`config.mk`:
```
export PLATFORM = sky130hd
export DESIGN_NAME = tfm_monitor
export DESIGN_NICKNAME = d
export VERILOG_FILES = /design/src/include/tfm_pkg.sv /design/src/verilog/tfm_monitor.sv /design/src/verilog/tfm_sync.sv
export VERILOG_INCLUDE_DIRS = /design/src /design/src/include
export SDC_FILE = /design/constraint.sdc
export NUM_CORES = 1
export LEC_CHECK = 0
export ABC_AREA = 0
export BUFFER_PORTS_ARGS = -buffer_cell sky130_fd_sc_hd__buf_4
export CAP_MARGIN = 20
export CORE_MARGIN = 4
export CORE_UTILIZATION = 55
export DETAILED_ROUTE_END_ITERATION = 6
export GPL_TIMING_DRIVEN = 0
export PLACE_DENSITY = 0.72
export SLEW_MARGIN = 10
export SYNTH_ARGS = -nofsm -noshare
export SYNTH_HDL_FRONTEND = slang
export SYNTH_SLANG_ARGS = --single-unit
```
`constraint.sdc`:
```
create_clock -name clk_sys -period 9.2 [get_ports clk_sys]
set_input_delay 0.46 -clock clk_sys [delete_from_list [all_inputs] [get_ports clk_sys]]
set_output_delay 0.46 -clock clk_sys [all_outputs]
set_load 0.05 [all_outputs]
```
`src/include/tfm_defs.svh`:
```
// Timing counts and limits for the transmission fault monitor
`ifndef TFM_DEFS_SVH
`define TFM_DEFS_SVH
// Solenoid current limits, milliamps
`define TFM_SHORT_MA 16'h0550
`define TFM_OPEN_MA 16'h0014
// Durations in milliseconds (500, 12500, 30000, 10000, 300000), counted on a 1 ms tick
`define TFM_SHORT_MS 32'h000001F4
`define TFM_OPEN_MS 32'h000030D4
`define TFM_NORANGE_MS 32'h00007530
`define TFM_MULTI_MS 32'h00002710
`define TFM_TEMP_MS 32'h000493E0
// Tick period: 1 ms at 100 MHz
`define TFM_TICK_NS 32'h000F4240
`define TFM_CLK_NS 32'h0000000A
`define TFM_TICK_CYC (`TFM_TICK_NS / `TFM_CLK_NS)
// Pulse counts (12, 45), event limits (1000, 500), speed gate 1130 rpm
`define TFM_OUT_PULSES 8'h0C
`define TFM_IN_PULSES 8'h2D
`define TFM_IN_EVENTS 16'h03E8
`define TFM_OUT_EVENTS 16'h01F4
`define TFM_MIN_RPM 16'h046A
`define TFM_STORE_TOTAL 2'h2
`endif

```
`src/include/tfm_pkg.sv`:
```
// Types of the transmission fault monitor
package tfm_pkg;
  // Fault enumeration, unused; flag vectors put inspd at bit 5 down to sol_open at bit 0
  typedef enum logic [2:0] {
    TFM_F_INSPD = 3'h0,
    TFM_F_OUTSPD = 3'h1,
    TFM_F_RANGE = 3'h2,
    TFM_F_TEMP = 3'h3,
    TFM_F_SOL = 3'h4
  } tfm_fault_t;
  typedef struct packed {
    logic inspd;
    logic outspd;
    logic range;
    logic temp;
    logic sol_short;
    logic sol_open;
  } tfm_codes_t;
endpackage

```
`src/verilog/tfm_monitor.sv`:
```
// Transmission fault monitor: speed, range, solenoid and fluid sensor faults
// Contract
// - Store solenoid short code when current >= 1.36 A for 0.5 s.
// - Store solenoid open code when current <= 20 mA for 12.5 s.
// - Twelve output pulses without input pulse count one input failure event.
// - Over 1000 consecutive input events declare temporary input sensor failure.
// - Forty-five input pulses without output pulse count one output failure event.
// - Over 500 consecutive output events declare temporary output sensor failure.
// - Speed failure recurring next ignition cycle sets total 2 and stores code.
// - No range position over 30 s at speed >= 1130 rpm is temporary failure.
// - Two or more range positions over 10 s is temporary failure.
// - Range failure recurring next ignition cycle sets total 2 and stores code.
// - Fluid sensor abnormal 5 min after ignition on is temporary; recurrence stores.
`include "tfm_defs.svh"
module tfm_monitor
  import tfm_pkg::*;
#(
  parameter int RANGE_W = 6,
  parameter int TICK_CYC = `TFM_TICK_CYC
) (
  input wire logic clk_sys,
  input wire logic rst_b,
  input wire logic input_shaft_pulse,
  input wire logic output_shaft_pulse,
  input wire logic ignition,
  input wire logic [RANGE_W-1:0] range_selector_switch,
  input wire logic [15:0] line_pressure_solenoid_ma,
  input wire logic [15:0] output_speed_rpm,
  input wire logic transmission_fluid_abnormal,
  output tfm_codes_t temp_fail,
  output tfm_codes_t stored_code
);
  localparam int NF = 6;
  logic [RANGE_W+3:0] raw_in;
  logic [RANGE_W+3:0] sync_in;
  logic in_p;
  logic out_p;
  logic ign;
  logic [RANGE_W-1:0] rng;
  logic fluid_bad;
  logic in_d_reg;
  logic out_d_reg;
  logic ign_d_reg;
  logic in_edge;
  logic out_edge;
  logic ign_on;
  logic tick_reg;
  logic [31:0] div_reg;
  logic [7:0] in_cnt_reg;
  logic [7:0] out_cnt_reg;
  logic [15:0] in_ev_reg;
  logic [15:0] out_ev_reg;
  logic [31:0] short_t_reg;
  logic [31:0] open_t_reg;
  logic [31:0] norng_t_reg;
  logic [31:0] multi_t_reg;
  logic [31:0] temp_t_reg;
  logic [NF-1:0] detect;
  logic [NF-1:0] tmp_reg;
  logic [NF-1:0] seen_reg;
  logic [NF-1:0] code_reg;
  logic [1:0] total_reg [NF];
  logic [2:0] rng_count;
  logic norng_cond;
  logic multi_cond;

  // Pin inputs pass the three-stage synchroniser; readings are already in-domain
  assign raw_in = {transmission_fluid_abnormal, range_selector_switch, ignition,
                   output_shaft_pulse, input_shaft_pulse};
  tfm_sync #(.WIDTH(RANGE_W + 4)) u_sync (
    .clk_sys(clk_sys),
    .rst_b(rst_b),
    .async_in(raw_in),
    .sync_out(sync_in)
  );
  assign in_p = sync_in[0];
  assign out_p = sync_in[1];
  assign ign = sync_in[2];
  assign rng = sync_in[RANGE_W+2:3];
  assign fluid_bad = sync_in[RANGE_W+3];

  // Edge detection on filtered signals
  always_ff @(posedge clk_sys or negedge rst_b) begin
    if (!rst_b) begin
      in_d_reg <= 1'b0;
      out_d_reg <= 1'b0;
      ign_d_reg <= 1'b0;
    end else begin
      in_d_reg <= in_p;
      out_d_reg <= out_p;
      ign_d_reg <= ign;
    end
  end
  assign in_edge = in_p & ~in_d_reg;
  assign out_edge = out_p & ~out_d_reg;
  assign ign_on = ign & ~ign_d_reg;

  // Millisecond tick from the system clock
  always_ff @(posedge clk_sys or negedge rst_b) begin
    if (!rst_b) begin
      div_reg <= 32'h0;
      tick_reg <= 1'b0;
    end else if (div_reg >= 32'(TICK_CYC - 1)) begin
      div_reg <= 32'h0;
      tick_reg <= 1'b1;
    end else begin
      div_reg <= div_reg + 32'h1;
      tick_reg <= 1'b0;
    end
  end

  // Count of asserted range positions
  always_comb begin
    rng_count = 3'h0;
    for (int i = 0; i < RANGE_W; i++) begin
      rng_count = rng_count + 3'(rng[i]);
    end
  end
  assign norng_cond = (rng_count == 3'h0) && (output_speed_rpm >= `TFM_MIN_RPM);
  assign multi_cond = (rng_count >= 3'h2);

  // Missing input pulse: output pulses counted, any input pulse restarts
  always_ff @(posedge clk_sys or negedge rst_b) begin
    if (!rst_b) begin
      in_cnt_reg <= 8'h0;
      in_ev_reg <= 16'h0;
    end else if (in_edge || ign_on) begin
      in_cnt_reg <= 8'h0;
      in_ev_reg <= 16'h0;
    end else if (out_edge) begin
      if (in_cnt_reg == `TFM_OUT_PULSES - 8'h1) begin
        in_cnt_reg <= 8'h0;
        if (in_ev_reg != 16'hFFFF) begin
          in_ev_reg <= in_ev_reg + 16'h1;
        end
      end else begin
        in_cnt_reg <= in_cnt_reg + 8'h1;
      end
    end
  end

  // Missing output pulse: input pulses counted, any output pulse restarts
  always_ff @(posedge clk_sys or negedge rst_b) begin
    if (!rst_b) begin
      out_cnt_reg <= 8'h0;
      out_ev_reg <= 16'h0;
    end else if (out_edge || ign_on) begin
      out_cnt_reg <= 8'h0;
      out_ev_reg <= 16'h0;
    end else if (in_edge) begin
      if (out_cnt_reg == `TFM_IN_PULSES - 8'h1) begin
        out_cnt_reg <= 8'h0;
        if (out_ev_reg != 16'hFFFF) begin
          out_ev_reg <= out_ev_reg + 16'h1;
        end
      end else begin
        out_cnt_reg <= out_cnt_reg + 8'h1;
      end
    end
  end

  // Saturating duration timer step, cleared when its condition drops
  function automatic logic [31:0] tmr_step(input logic cond, input logic tick,
                                           input logic [31:0] t);
    if (!cond) begin
      tmr_step = 32'h0;
    end else if (tick && t != 32'hFFFFFFFF) begin
      tmr_step = t + 32'h1;
    end else begin
      tmr_step = t;
    end
  endfunction

  // Duration timers in ms; the fluid timer starts at ignition on
  always_ff @(posedge clk_sys or negedge rst_b) begin
    if (!rst_b) begin
      short_t_reg <= 32'h0;
      open_t_reg <= 32'h0;
      norng_t_reg <= 32'h0;
      multi_t_reg <= 32'h0;
      temp_t_reg <= 32'h0;
    end else begin
      short_t_reg <= tmr_step(line_pressure_solenoid_ma >= `TFM_SHORT_MA && ign,
                              tick_reg, short_t_reg);
      open_t_reg <= tmr_step(line_pressure_solenoid_ma <= `TFM_OPEN_MA && ign,
                             tick_reg, open_t_reg);
      norng_t_reg <= tmr_step(norng_cond && ign, tick_reg, norng_t_reg);
      multi_t_reg <= tmr_step(multi_cond && ign, tick_reg, multi_t_reg);
      temp_t_reg <= tmr_step(fluid_bad && ign && !ign_on, tick_reg, temp_t_reg);
    end
  end

  // Fault detections, ordered as in the code struct
  assign detect[5] = in_ev_reg > `TFM_IN_EVENTS;
  assign detect[4] = out_ev_reg > `TFM_OUT_EVENTS;
  assign detect[3] = (norng_t_reg > `TFM_NORANGE_MS) ||
                     (multi_t_reg > `TFM_MULTI_MS);
  assign detect[2] = temp_t_reg >= `TFM_TEMP_MS;
  assign detect[1] = short_t_reg >= `TFM_SHORT_MS;
  assign detect[0] = open_t_reg >= `TFM_OPEN_MS;

  // Temporary flags clear at each ignition on; detection wins over clear
  always_ff @(posedge clk_sys or negedge rst_b) begin
    if (!rst_b) begin
      tmp_reg <= '0;
    end else begin
      tmp_reg <= (ign_on ? '0 : tmp_reg) | detect;
    end
  end

  // Per-cycle totals kept across ignition off; reset only at power-on
  always_ff @(posedge clk_sys or negedge rst_b) begin
    if (!rst_b) begin
      seen_reg <= '0;
      code_reg <= '0;
      for (int i = 0; i < NF; i++) begin
        total_reg[i] <= 2'h0;
      end
    end else begin
      for (int i = 0; i < NF; i++) begin
        if (ign_on) begin
          seen_reg[i] <= 1'b0;
        end else if (detect[i] && !seen_reg[i]) begin
          seen_reg[i] <= 1'b1;
          if (i < 2) begin
            // Solenoid faults store on first detection
            code_reg[i] <= 1'b1;
            total_reg[i] <= 2'h1;
          end else if (total_reg[i] != 2'h0) begin
            total_reg[i] <= `TFM_STORE_TOTAL;
            code_reg[i] <= 1'b1;
          end else begin
            total_reg[i] <= 2'h1;
          end
        end
      end
    end
  end

  // Registered outputs
  always_ff @(posedge clk_sys or negedge rst_b) begin
    if (!rst_b) begin
      temp_fail <= '0;
      stored_code <= '0;
    end else begin
      temp_fail <= tfm_codes_t'(tmp_reg);
      stored_code <= tfm_codes_t'(code_reg);
    end
  end
endmodule

```
`src/verilog/tfm_sync.sv`:
```
// Three-stage input synchroniser with agreement filter
module tfm_sync
  import tfm_pkg::*;
#(
  parameter int WIDTH = 1
) (
  input wire logic clk_sys,
  input wire logic rst_b,
  input wire logic [WIDTH-1:0] async_in,
  output logic [WIDTH-1:0] sync_out
);
  logic [WIDTH-1:0] s1_reg;
  logic [WIDTH-1:0] s2_reg;
  logic [WIDTH-1:0] s3_reg;

  // Stage one feeds only stage two to keep metastability contained
  always_ff @(posedge clk_sys or negedge rst_b) begin
    if (!rst_b) begin
      s1_reg <= '0;
      s2_reg <= '0;
      s3_reg <= '0;
    end else begin
      s1_reg <= async_in;
      s2_reg <= s1_reg;
      s3_reg <= s2_reg;
    end
  end

  // A change is accepted once stages two and three agree
  always_ff @(posedge clk_sys or negedge rst_b) begin
    if (!rst_b) begin
      sync_out <= '0;
    end else begin
      for (int i = 0; i < WIDTH; i++) begin
        if (s2_reg[i] == s3_reg[i]) begin
          sync_out[i] <= s3_reg[i];
        end
      end
    end
  end
endmodule

```
==> results of run 1 <==
[kinds of logic after synthesis]
logic type               share of synthesized area
buffers and inverters                      0.03040
AO/OA/AOI/OAI                               0.1668
multiplexers                               0.01980
XOR/XNOR                                   0.02472
adder cells (fa/ha/maj)                    0.02441
other                                    0.0002301
AND/OR/NAND/NOR                             0.2393
flip-flops                                  0.4943
[placed cells by master, fill, tap and decap left out, types with 12 or more instances in the layout]
cell type,n
ha_1,19
a31oi_1,18
nor4_1,42
o31ai_1,66
nand4_1,59
xnor2_1,32
nand2_1,127
a21oi_1,128
and2_1,18
conb_1,15
clkbuf_1,58
or3_1,69
xor2_1,14
o21ai_0,103
nand3_1,98
or4_1,55
o21bai_1,20
and3_1,35
mux2i_1,30
nor2_1,115
buf_4,53
and4_1,26
a211oi_1,13
clkbuf_16,37
inv_1,56
buf_2,12
dfrtp_1,322
nor3_1,37
[cell type report]
class	count	area, um2
fillers	2341	10340
flip-flops and latches	322	8058
multi-input cells	1271	7800
clock buffers	47	1023
well taps	384	480.5
repair buffers	56	467.9
plain buffers	70	285.3
clock inverters	16	265.3
inverters	56	210.2
[power groups by stage]
stage	Clock [W]	Combinational (W)	Sequential (W)
final	0.00155	0.000295	0.00149
after global placement	0	0.000283	0.00151
after CTS	0.00158	0.000297	0.00149
after floorplan	0	0.000179	0.00150
after detailed placement	0	0.000294	0.00151
after global routing	0.00165	0.000336	0.00149
[worst max-delay path, cell delays in order, from the launching register on]
cell and delay (ns):
dfrtp_1 0.37, inv_1 0.07, fa_1 0.55, fa_1 0.42, inv_1 0.07, ha_1 0.14, inv_1 0.05, fa_1 0.50
nand4b_1 0.18, a211oi_1 0.67, clkbuf_1 0.45, o21ai_0 0.17, mux2i_1 0.15
[layer usage]
metal  GRT usage  vias to the layer above
met2      0.3794                      321
met3     0.02442                       54
met5           0                        -
met4     0.05687                        0
met1      0.3311                     6820
li1            -                     6602
[metrics by stage]
stage	utilization	hold WS, ns	worst slack, ns
2_1_floorplan	-	0.1644	6.018
3_3_place_gp	0.5958	0.3355	4.718
3_5_place_dp	0.5979	0.3371	5.390
4_1_cts	0.6425	0.03135	5.320
5_1_grt	0.6425	0.03812	5.084
6_report	0.6425	-0.01830	5.321
[worst max-delay path by stage]
stage / start / cells after the start / end
6_report: u_sync.sync_out[3]$_DFFE_PN0N_ / 12 / norng_t_reg[25]$_DFFE_PN0P_
3_5_place_dp: u_sync.sync_out[3]$_DFFE_PN0N_ / 12 / norng_t_reg[23]$_DFFE_PN0P_
4_1_cts: u_sync.sync_out[3]$_DFFE_PN0N_ / 12 / norng_t_reg[25]$_DFFE_PN0P_
3_3_place_gp: rst_b / 1 / short_t_reg[6]$_DFFE_PN0P_
2_1_floorplan: u_sync.sync_out[3]$_DFFE_PN0N_ / 12 / norng_t_reg[15]$_DFFE_PN0P_
5_1_grt: u_sync.sync_out[3]$_DFFE_PN0N_ / 12 / norng_t_reg[29]$_DFFE_PN0P_
==> key figures, run 1 <==
Power
  • Pwr Total: 0.003332 W
  • Leakage power: 7.498 nW
  • Sw frac: 0.2414
  • Comb power frac: 0.089
  • Clock share of power: 0.465
  • P per Cell Area: 179.2 nW/um2
  • Net Sw Power: 0.0008044 W
  • Internal power: 0.002528 W
  • Reg power frac: 0.446
  • Peak supply drop: 0.0001689 V

Detailed routing
  • DRC: 0
  • DR WL/cell: 16.87 um
  • Post-route ant nets: 0
  • Met2 wire len: 18,050 um
  • Final WL: 37,480 um
  • Vias per std cell: 6.209
  • M1 WL: 17,320 um
  • WL met3: 1427 um
  • Vias: 13,800
  • DR top layer: met4
  • Drt pass-1 iters: 7
  • Initial DRC count: 1,109

Clock tree
  • Post-CTS sizing: 0
  • Total CTS buffers: 36
  • Post-CTS Hold Buffers: 0
  • Clk slew on worst S/H paths: 0.06 ns
  • H-tree depth: 2
  • CTS tree: done
  • Clk root buf: clkbuf_16
  • Worst-Skew Late Latency: 0.52 ns
  • Sink Count: 322
  • CTS max path bufs: 3
  • Post-CTS Setup Repair Bufs: 0

Timing
  • Slew HR: 0.3486
  • Unrepaired setup endpoints after global routing: false
  • Worst Clk Skew: 0.02201 ns
  • Worst slew pin tran: 0.9681 ns
  • Fmax: 257.8 MHz
  • Final setup viols: 0
  • Post-route minimum period: 3.879 ns
  • Max-slew violations: 0
  • Crit share post-route: 0.4216
  • Final Hold Fails: 9
  • WHS: -0.01830 ns
  • Setup_tns: 0 ns

Worst setup path
  • CP endpoint kind: flip-flop
  • Startpoint types: flip-flop
  • Req. time, crit path: 9.62 ns
  • Critical Path Fanout Max: 10
  • Worst-case reg-to-reg path depth: 12
  • Worst EP arrival: 4.30 ns
  • Reg2reg setup slack: 5.32 ns
  • R2r endpoint: norng_t_reg[25]$_DFFE_PN0P_
  • Crit Path Class: flip-flop to flip-flop
  • FF-to-FF Start: u_sync.sync_out[3]$_DFFE_PN0N_

Place
  • IO buf count: 54
  • Cell Area, Placed: 17,300 um2
  • Placer Congestion: 0.9108
  • Placed insts: 2,159
  • Placed wire-length estimate: 25,390 um

Synthesis
  • Synthesized area: 16,300 um2
  • Ys flop type: dfrtp_1
  • Number of synthesized flops with an enable pin: 0
  • Cells after Synth: 1,705
  • Avg Inst Size Synth: 9.560 um2
  • Share of the synthesized area in the top cell type: 0.4943
  • Sequential-to-total area share from yosys stat: 0.4943
  • Most frequent cell after synthesis: dfrtp_1
  • Cell taking the most area after synthesis: dfrtp_1
  • Synth cell types: 64
  • Synthesized flop and latch total: 322
  • Top post-synthesis cells by area: dfrtp_1 (49%), a21oi_1 (3.9%), o21ai_0 (3.2%), o31ai_1 (3.0%), nand3_1 (3.0%)
  • Yosys warns: 0
  • Most instantiated cells after synthesis: dfrtp_1 (322), a21oi_1 (128), nand2_1 (127), nor2_1 (115), o21ai_0 (103)
  • Post-synthesis async set-or-reset flop share: 1.000

Floorplan
  • Core area: 28,940 um2
  • Io pins: 56
  • Die Wd: 180.2 um
  • Die ar.: 32,460 um2
  • Initial Util: 0.5633
  • Row count: 62
  • DIE HEIGHT: 180.2 um

Layout
  • Area grow syn2layout: 14.05%
  • Layout Cells excl Fill: 2,222
  • Ant. Diodes: 0
  • Layout cell share with drive strength beyond 1: 0.08433
  • Fin nets: 1,879
  • Fin area: 18,590 um2

Hold path
  • Min-Delay Path Class: input port to async pin

GRT
  • Grt ovf: 0
  • Initial antenna violation count: 0
  • Vias in the first global route: 13,300
  • Largest net degree at the start of global routing: 112
  • Total GRT Usage: 0.2300
  • First-pass GRT wire length: 64,860 um

Status
  • Outcome: complete, but fails checks
  • Failing checks: hold timing

Flow run
  • Maxcap violations: 0
Power figures use the tool's default switching activity.
==> inputs of run 2 (changes only) <==
ABC_AREA = 1   (was 0)
clock period = 3.9 ns   (was 9.2 ns; I/O delays follow)
==> key figures, run 2 <==
Clock tree
  • H-tree depth: 2 (unchanged)
  • Total CTS buffers: 37 (was 36)
  • Clk slew on worst S/H paths: 0.06 ns (about the same)
  • CTS tree: done (unchanged)
  • Sink Count: 322 (unchanged)
  • CTS max path bufs: 3 (unchanged)
  • Worst-Skew Late Latency: 0.56 ns (was 0.52 ns)
  • Clk root buf: clkbuf_16 (unchanged)
  • Post-CTS Setup Repair Bufs: 0 (unchanged)

Synthesis
  • Post-synthesis async set-or-reset flop share: 1.000 (unchanged)
  • Cell taking the most area after synthesis: dfrtp_1 (unchanged)
  • Sequential-to-total area share from yosys stat: 0.4396 (was 0.4943)
  • Most frequent cell after synthesis: nand2_1 (was dfrtp_1)
  • Synthesized area: 18,330 um2 (was 16,300 um2)
  • Most instantiated cells after synthesis: nand2_1 (796), nor2_1 (385), dfrtp_1 (322), inv_1 (284), nand3_1 (179) (was dfrtp_1 (322), a21oi_1 (128), nand2_1 (127), nor2_1 (115), o21ai_0 (103))
  • Cells after Synth: 2,556 (was 1,705)
  • Yosys warns: 0 (unchanged)
  • Avg Inst Size Synth: 7.172 um2 (was 9.560 um2)
  • Share of the synthesized area in the top cell type: 0.4396 (was 0.4943)
  • Synth cell types: 51 (was 64)
  • Top post-synthesis cells by area: dfrtp_1 (44%), nand2_1 (16%), nor2_1 (7.9%), inv_1 (5.8%), nand3_1 (4.9%) (was dfrtp_1 (49%), a21oi_1 (3.9%), o21ai_0 (3.2%), o31ai_1 (3.0%), nand3_1 (3.0%))
  • Ys flop type: dfrtp_1 (unchanged)
  • Number of synthesized flops with an enable pin: 0 (unchanged)
  • Synthesized flop and latch total: 322 (unchanged)

Floorplan
  • Core area: 32,700 um2 (was 28,940 um2)
  • Initial Util: 0.5606 (was 0.5633)
  • Die Wd: 190.6 um (was 180.2 um)
  • Row count: 66 (was 62)
  • Io pins: 56 (unchanged)
  • DIE HEIGHT: 190.6 um (was 180.2 um)
  • Die ar.: 36,320 um2 (was 32,460 um2)

Detailed routing
  • DRC: 0 (unchanged)
  • Post-route ant nets: 0 (unchanged)
  • Final WL: 44,770 um (was 37,480 um)
  • DR WL/cell: 14.23 um (was 16.87 um)
  • Vias per std cell: 5.296 (was 6.209)
  • Vias: 16,660 (was 13,800)
  • Initial DRC count: 1,142 (was 1,109)
  • Drt pass-1 iters: 6 (was 7)

GRT
  • Vias in the first global route: 15,990 (was 13,300)
  • Met1 Use GR: 0.3586 (was 0.3311)
  • Largest net degree at the start of global routing: 112 (unchanged)
  • First-pass GRT wire length: 76,650 um (was 64,860 um)
  • Most Used Layer, Global Route: met2 (unchanged)
  • M3 GR Usage: 0.04248 (was 0.02442)
  • Initial antenna violation count: 0 (unchanged)
  • Grt ovf: 0 (unchanged)
  • GR Layer Usage met2: 0.4027 (was 0.3794)
  • Total GRT Usage: 0.2525 (was 0.2300)

Timing
  • Fmax: 275.5 MHz (was 257.8 MHz)
  • Worst Clk Skew: 0.02684 ns (was 0.02201 ns)
  • Worst slew pin tran: 0.7892 ns (was 0.9681 ns)
  • Final setup viols: 0 (unchanged)
  • Post-route minimum period: 3.630 ns (was 3.879 ns)
  • Crit share post-route: 0.9308 (was 0.4216)
  • Slew HR: 0.4739 (was 0.3486)
  • Unrepaired setup endpoints after global routing: false (unchanged)
  • Setup_tns: 0 ns (unchanged)
  • Max-slew violations: 0 (unchanged)
  • Final Hold Fails: 0 (was 9)

Worst setup path
  • Slowest cell on the critical path: fa_1 (was a211oi_1)
  • CP endpoint kind: flip-flop (unchanged)
  • Worst EP arrival: 4.10 ns (was 4.30 ns)
  • Req. time, crit path: 4.37 ns (was 9.62 ns)
  • Startpoint types: flip-flop (unchanged)
  • Critical Path Fanout Max: 10 (unchanged)
  • Critical Path Max Stage Delay: 0.56 ns (was 0.67 ns)
  • Worst path cell trace: inv_1, fa_1, fa_1, inv_1, ha_1, inv_1, fa_1, nand2_1, nor3_2, a21boi_4, clkbuf_1, nand3_1, nand2_1 (was inv_1, fa_1, fa_1, inv_1, ha_1, inv_1, fa_1, nand4b_1, a211oi_1, clkbuf_1, o21ai_0, mux2i_1)
  • Crit Path Class: flip-flop to flip-flop (unchanged)

Flow run
  • Maxcap violations: 0 (unchanged)

Power
  • Peak supply drop: 0.0003127 V (was 0.0001689 V)
  • Net Sw Power: 0.001957 W (was 0.0008044 W)
  • Comb power frac: 0.081 (was 0.089)
  • Leakage power: 9.688 nW (was 7.498 nW)
  • Sw frac: 0.2476 (was 0.2414)
  • Internal power: 0.005945 W (was 0.002528 W)
  • P per Cell Area: 378.5 nW/um2 (was 179.2 nW/um2)
  • Clock share of power: 0.474 (was 0.465)
  • Reg power frac: 0.444 (was 0.446)

Place
  • Cell Area, Placed: 19,430 um2 (was 17,300 um2)
  • IO buf count: 54 (unchanged)
  • Placed wire-length estimate: 32,400 um (was 25,390 um)
  • Placer Congestion: 0.9618 (was 0.9108)

Layout
  • Area grow syn2layout: 13.88% (was 14.05%)
  • Fin nets: 2,743 (was 1,879)
  • Most frequent cells in the layout: nand2_1 (796), nor2_1 (385), dfrtp_1 (322) (was dfrtp_1 (322), a21oi_1 (128), nand2_1 (127))
  • Fin area: 20,880 um2 (was 18,590 um2)
  • Leading cell type in the layout, fill and taps excluded: nand2_1 (was dfrtp_1)
  • Ant. Diodes: 0 (unchanged)
  • Layout cell share with drive strength beyond 1: 0.07803 (was 0.08433)

Status
  • Outcome: finished clean (was complete, but fails checks)

Hold path
  • Min-Delay Path Class: input port to async pin (unchanged)
==> run 2: changes by cell type after synthesis, sizes merged, moves of 44 or more <==
cell,delta
or3,-69
nand3,+82
xor2,+44
inv,+243
a21oi,-96
nand2,+685
or4,-55
nor3,+63
o31ai,-65
nor2,+283
==> run 2: kinds of logic (layout without fill, tap and decap cells) <==
| kind of cell | Yosys count | count (layout) | synth area share |
|---|---|---|---|
| and+or+nand+nor | 1633 | 1633 | 0.3831 |
| buffers and inverters | 348 | 482 | 0.07686 |
| DFF | 322 | 322 | 0.4396 |
| AOI/OAI and AO/OA | 148 | 148 | 0.04416 |
| xor gates and xnor gates | 72 | 72 | 0.03440 |
| adders and majority gates | 32 | 32 | 0.02171 |
| other | 1 | 15 | 0.0002046 |
==> run 2: layout make-up <==
type,count,area (um2)
Buffer,46,266.5
Multi-Input combinational cell,1900,8930
Tap cell,442,553.0
Clock inverter,20,277.8
Clock buffer,46,1042
Fill cell,2892,11830
Timing Repair Buffer,68,605.6
Sequential cell,322,8058
Inverter,302,1142
==> run 2: worst paths after layout <==
path,startpoint,endpoint,slack (ns),depth (start not counted)
max reg2reg,u_sync.sync_out[3]$_DFFE_PN0N_,norng_t_reg[7]$_DFFE_PN0P_,0.27,13
max,u_sync.sync_out[3]$_DFFE_PN0N_,norng_t_reg[7]$_DFFE_PN0P_,0.27,13
min,rst_b,multi_t_reg[6]$_DFFE_PN0P_,0.05,2
min in group clk_sys,line_pressure_solenoid_ma[3],open_t_reg[24]$_DFFE_PN0P_,0.20,5
max in group asynchronous,rst_b,in_ev_reg[11]$_DFFE_PN0P_,2.67,4
min reg2reg,u_sync.s1_reg[7]$_DFF_PN0_,u_sync.s2_reg[7]$_DFF_PN0_,0.33,0
==> run 2: metrics by stage <==
step	cells	hold WS [ns]	util	total power [W]	setup slack (ns)
final	3146	0.04651	0.6384	0.007902	0.2698
after global routing	3146	0.04073	0.6384	0.008224	0.03285
after CTS	3146	0.01965	0.6381	0.007997	0.1080
after detailed placement	3069	0.01989	0.5942	0.004201	-0.05164
after global placement	3066	0.3047	0.5915	0.004162	-0.3466
after floorplan	2570	-0.1006	-	0.003926	0.8664
==> run 2: worst max-delay path: cells and delay by family, from the launching register on <==
| family | cells | cell delay [ns] |
|---|---|---|
| AND/OR/NAND/NOR | 4 | 0.57 |
| adder cells (fa/ha/maj) | 4 | 1.63 |
| buffers and inverters | 4 | 0.59 |
| AO/OA/AOI/OAI | 1 | 0.39 |
| flip-flops | 1 | 0.36 |
==> run 2: per-layer routing <==
layer | vias to the layer above | wire length (um)
li1 | 8371 | -
met3 | 81 | 2489
met4 | 0 | 1039
met2 | 431 | 20380
met1 | 7778 | 20860
met5 | - | 0
==> run 2: repair_timing <==
| action | in CTS | in global routing |
|---|---|---|
| endpoints found under the setup margin | 11 | 9 |
| gates resized for setup | 1 | 1 |
| hold buffers | 11 | 0 |
| hold endpoints to repair | 238 | 0 |
==> run 2: power groups by stage <==
stage / combinational (W) / sequential [W] / clock [W]
floorplan: 0.000373 / 0.00355 / 0
global placement: 0.000597 / 0.00357 / 0
detailed placement: 0.000631 / 0.00357 / 0
CTS: 0.000650 / 0.00351 / 0.00384
global route: 0.000729 / 0.00353 / 0.00397
finish: 0.000643 / 0.00351 / 0.00375
==> inputs of run 3 (changes only) <==
PLACE_DENSITY = 0.68   (was 0.72)
clock period = 3.66 ns   (was 3.9 ns; I/O delays follow)
==> key figures, run 3 (synthesis results as in run 2) <==
Worst setup path
  • Crit Path Class: flip-flop to flip-flop (unchanged)
  • Setup crit end: norng_t_reg[27]$_DFFE_PN0P_ (was norng_t_reg[7]$_DFFE_PN0P_)
  • Critical path launch point: u_sync.sync_out[3]$_DFFE_PN0N_ (unchanged)
  • Worst EP arrival: 3.86 ns (was 4.10 ns)
  • Req. time, crit path: 4.11 ns (was 4.37 ns)
  • FF-to-FF Start: u_sync.sync_out[3]$_DFFE_PN0N_ (unchanged)
  • CP endpoint kind: flip-flop (unchanged)
  • Reg2reg setup slack: 0.25 ns (was 0.27 ns)
  • Worst-case reg-to-reg path depth: 13 (unchanged)
  • Critical Path Fanout Max: 10 (unchanged)
  • Startpoint types: flip-flop (unchanged)
  • R2r endpoint: norng_t_reg[27]$_DFFE_PN0P_ (was norng_t_reg[7]$_DFFE_PN0P_)

GRT
  • Vias in the first global route: 15,720 (was 15,990)
  • Total GRT Usage: 0.2492 (was 0.2525)
  • Initial antenna violation count: 0 (unchanged)
  • Largest net degree at the start of global routing: 103 (was 112)
  • First-pass GRT wire length: 75,630 um (was 76,650 um)
  • Grt ovf: 0 (unchanged)

Layout
  • Leading cell type in the layout, fill and taps excluded: nand2_1 (unchanged)
  • Fin nets: 2,746 (was 2,743)
  • Layout Cells excl Fill: 3,145 (was 3,146)
  • Most frequent cells in the layout: nand2_1 (795), nor2_1 (385), dfrtp_1 (322) (was nand2_1 (796), nor2_1 (385), dfrtp_1 (322))
  • Area grow syn2layout: 13.20% (was 13.88%)
  • Ant. Diodes: 0 (unchanged)
  • Layout cell share with drive strength beyond 1: 0.07547 (was 0.07803)

Clock tree
  • Clk slew on worst S/H paths: 0.06 ns (about the same)
  • Clk root buf: clkbuf_16 (unchanged)
  • CTS tree: done (unchanged)
  • Worst-Skew Late Latency: 0.52 ns (was 0.56 ns)
  • Total CTS buffers: 37 (unchanged)
  • Sink Count: 322 (unchanged)
  • H-tree depth: 2 (unchanged)
  • CTS max path bufs: 3 (unchanged)

Place
  • Placed insts: 3,069 (unchanged)
  • Placed wire-length estimate: 32,880 um (was 32,400 um)
  • Pre-CTS setup slack: -0.3166 ns (was -0.05164 ns)
  • IO buf count: 54 (unchanged)
  • Placer Congestion: 0.9433 (was 0.9618)

Detailed routing
  • Vias: 16,440 (was 16,660)
  • Vias per std cell: 5.227 (was 5.296)
  • Final WL: 44,840 um (was 44,770 um)
  • Drt pass-1 iters: 6 (unchanged)
  • Post-route ant nets: 0 (unchanged)
  • DR WL/cell: 14.26 um (was 14.23 um)
  • DRC: 0 (unchanged)
  • Initial DRC count: 1,202 (was 1,142)

Timing
  • Max-slew violations: 0 (unchanged)
  • Crit share post-route: 0.9304 (was 0.9308)
  • Post-route minimum period: 3.405 ns (was 3.630 ns)
  • Final Hold Fails: 0 (unchanged)
  • Worst Clk Skew: 0.01442 ns (was 0.02684 ns)
  • Fmax: 293.7 MHz (was 275.5 MHz)
  • Unrepaired setup endpoints after global routing: false (unchanged)
  • Slew HR: 0.4836 (was 0.4739)
  • WHS: 0.2228 ns (was 0.04651 ns)
  • Setup_tns: 0 ns (unchanged)
  • Final setup viols: 0 (unchanged)
  • Worst slew pin tran: 0.7747 ns (was 0.7892 ns)
  • Final Worst Setup Slack: 0.2547 ns (was 0.2698 ns)

Power
  • Peak supply drop: 0.0003890 V (was 0.0003127 V)
  • Leakage power: 9.638 nW (was 9.688 nW)
  • P per Cell Area: 387.4 nW/um2 (was 378.5 nW/um2)

Floorplan
  • Die ar.: 36,320 um2 (unchanged)
  • Die Wd: 190.6 um (unchanged)
  • Initial Util: 0.5606 (unchanged)
  • DIE HEIGHT: 190.6 um (unchanged)
  • Core area: 32,700 um2 (unchanged)
  • Io pins: 56 (unchanged)
  • Row count: 66 (unchanged)

Hold path
  • Min-Delay Path Class: input port to async pin (unchanged)

Status
  • Outcome: finished clean (unchanged)

Flow run
  • Maxcap violations: 0 (unchanged)
[run 3: changes by cell type in the layout (fill, tap and decap cells not counted), moves of 2 or more]
cell,before,now
inv_6,3,1
clkbuf_16,39,37
buf_4,56,59
clkbuf_1,16,23
clkinv_4,4,0
clkinvlp_4,2,0
bufinv_16,6,4
[run 3: what timing repair did]
action                                 4_1_cts  5_1_grt
endpoints found under the hold margin       86        0
setup buffers                                0        3
hold buffers                                11        0
gates resized for setup                      3        2
gates cloned                                 0        0
setup endpoints to repair                   21       19
[run 3: where the power goes]
part           total (W)  internal [W]  leakage (nW)  switching, W
combinational   0.000705      0.000227          4.73      0.000478
sequential       0.00374       0.00366          4.34     0.0000799
clock            0.00359       0.00220         0.574       0.00140
total            0.00804       0.00609          9.64       0.00195
[run 3: worst max-delay path: stages, from the launching register on]
cell and delay [ns]:
dfrtp_1 0.35, inv_1 0.07, fa_1 0.55, fa_1 0.42, inv_1 0.07, ha_1 0.13, inv_1 0.04, fa_1 0.52
nand2_1 0.10, nor3_4 0.23, a21boi_4 0.34, buf_2 0.32, nand3_1 0.12, nand2_1 0.08
[run 3: how the worst min path moves through the flow]
stage	startpoint	end	slack, ns	depth (start not counted)
CTS	line_pressure_solenoid_ma[3]	open_t_reg[24]$_DFFE_PN0P_	0.23	5
detailed placement	rst_b	norng_t_reg[13]$_DFFE_PN0P_	0.20	1
global route	rst_b	norng_t_reg[29]$_DFFE_PN0P_	0.27	2
global placement	range_selector_switch[5]	u_sync.s1_reg[8]$_DFF_PN0_	0.29	1
finish	rst_b	norng_t_reg[29]$_DFFE_PN0P_	0.22	2
floorplan	rst_b	code_reg[0]$_DFFE_PN0P_	-0.11	0
[run 3: final cells by class]
| class | count | area [um2] |
|---|---|---|
| Clock buffer | 51 | 1008 |
| Clock inverter | 11 | 155.1 |
| Tap cell | 442 | 553.0 |
| Timing Repair Buffer | 71 | 628.1 |
| Buffer | 46 | 267.8 |
| Inverter | 302 | 1142 |
| Multi-Input combinational cell | 1900 | 8939 |
| Sequential cell | 322 | 8058 |
| Fill cell | 2981 | 11950 |
[run 3: stage by stage]
step	power [W]	utilization	cell area (um2)
6_report	0.008039	0.6346	20750
5_1_grt	0.008397	0.6346	20750
4_1_cts	0.008127	0.6336	20720
3_5_place_dp	0.004475	0.5942	19430
3_3_place_gp	0.004440	0.5915	19340
2_1_floorplan	0.004184	-	18380
[run 3: per-layer routing]
| metal | vias to the layer above | part of all wire | GRT usage |
|---|---|---|---|
| met5 | - | 0 | 0 |
| met4 | 0 | 0.023 | 0.06878 |
| met3 | 73 | 0.054 | 0.03955 |
| met2 | 394 | 0.45 | 0.4079 |
| met1 | 7608 | 0.47 | 0.3478 |
| li1 | 8365 | - | - |
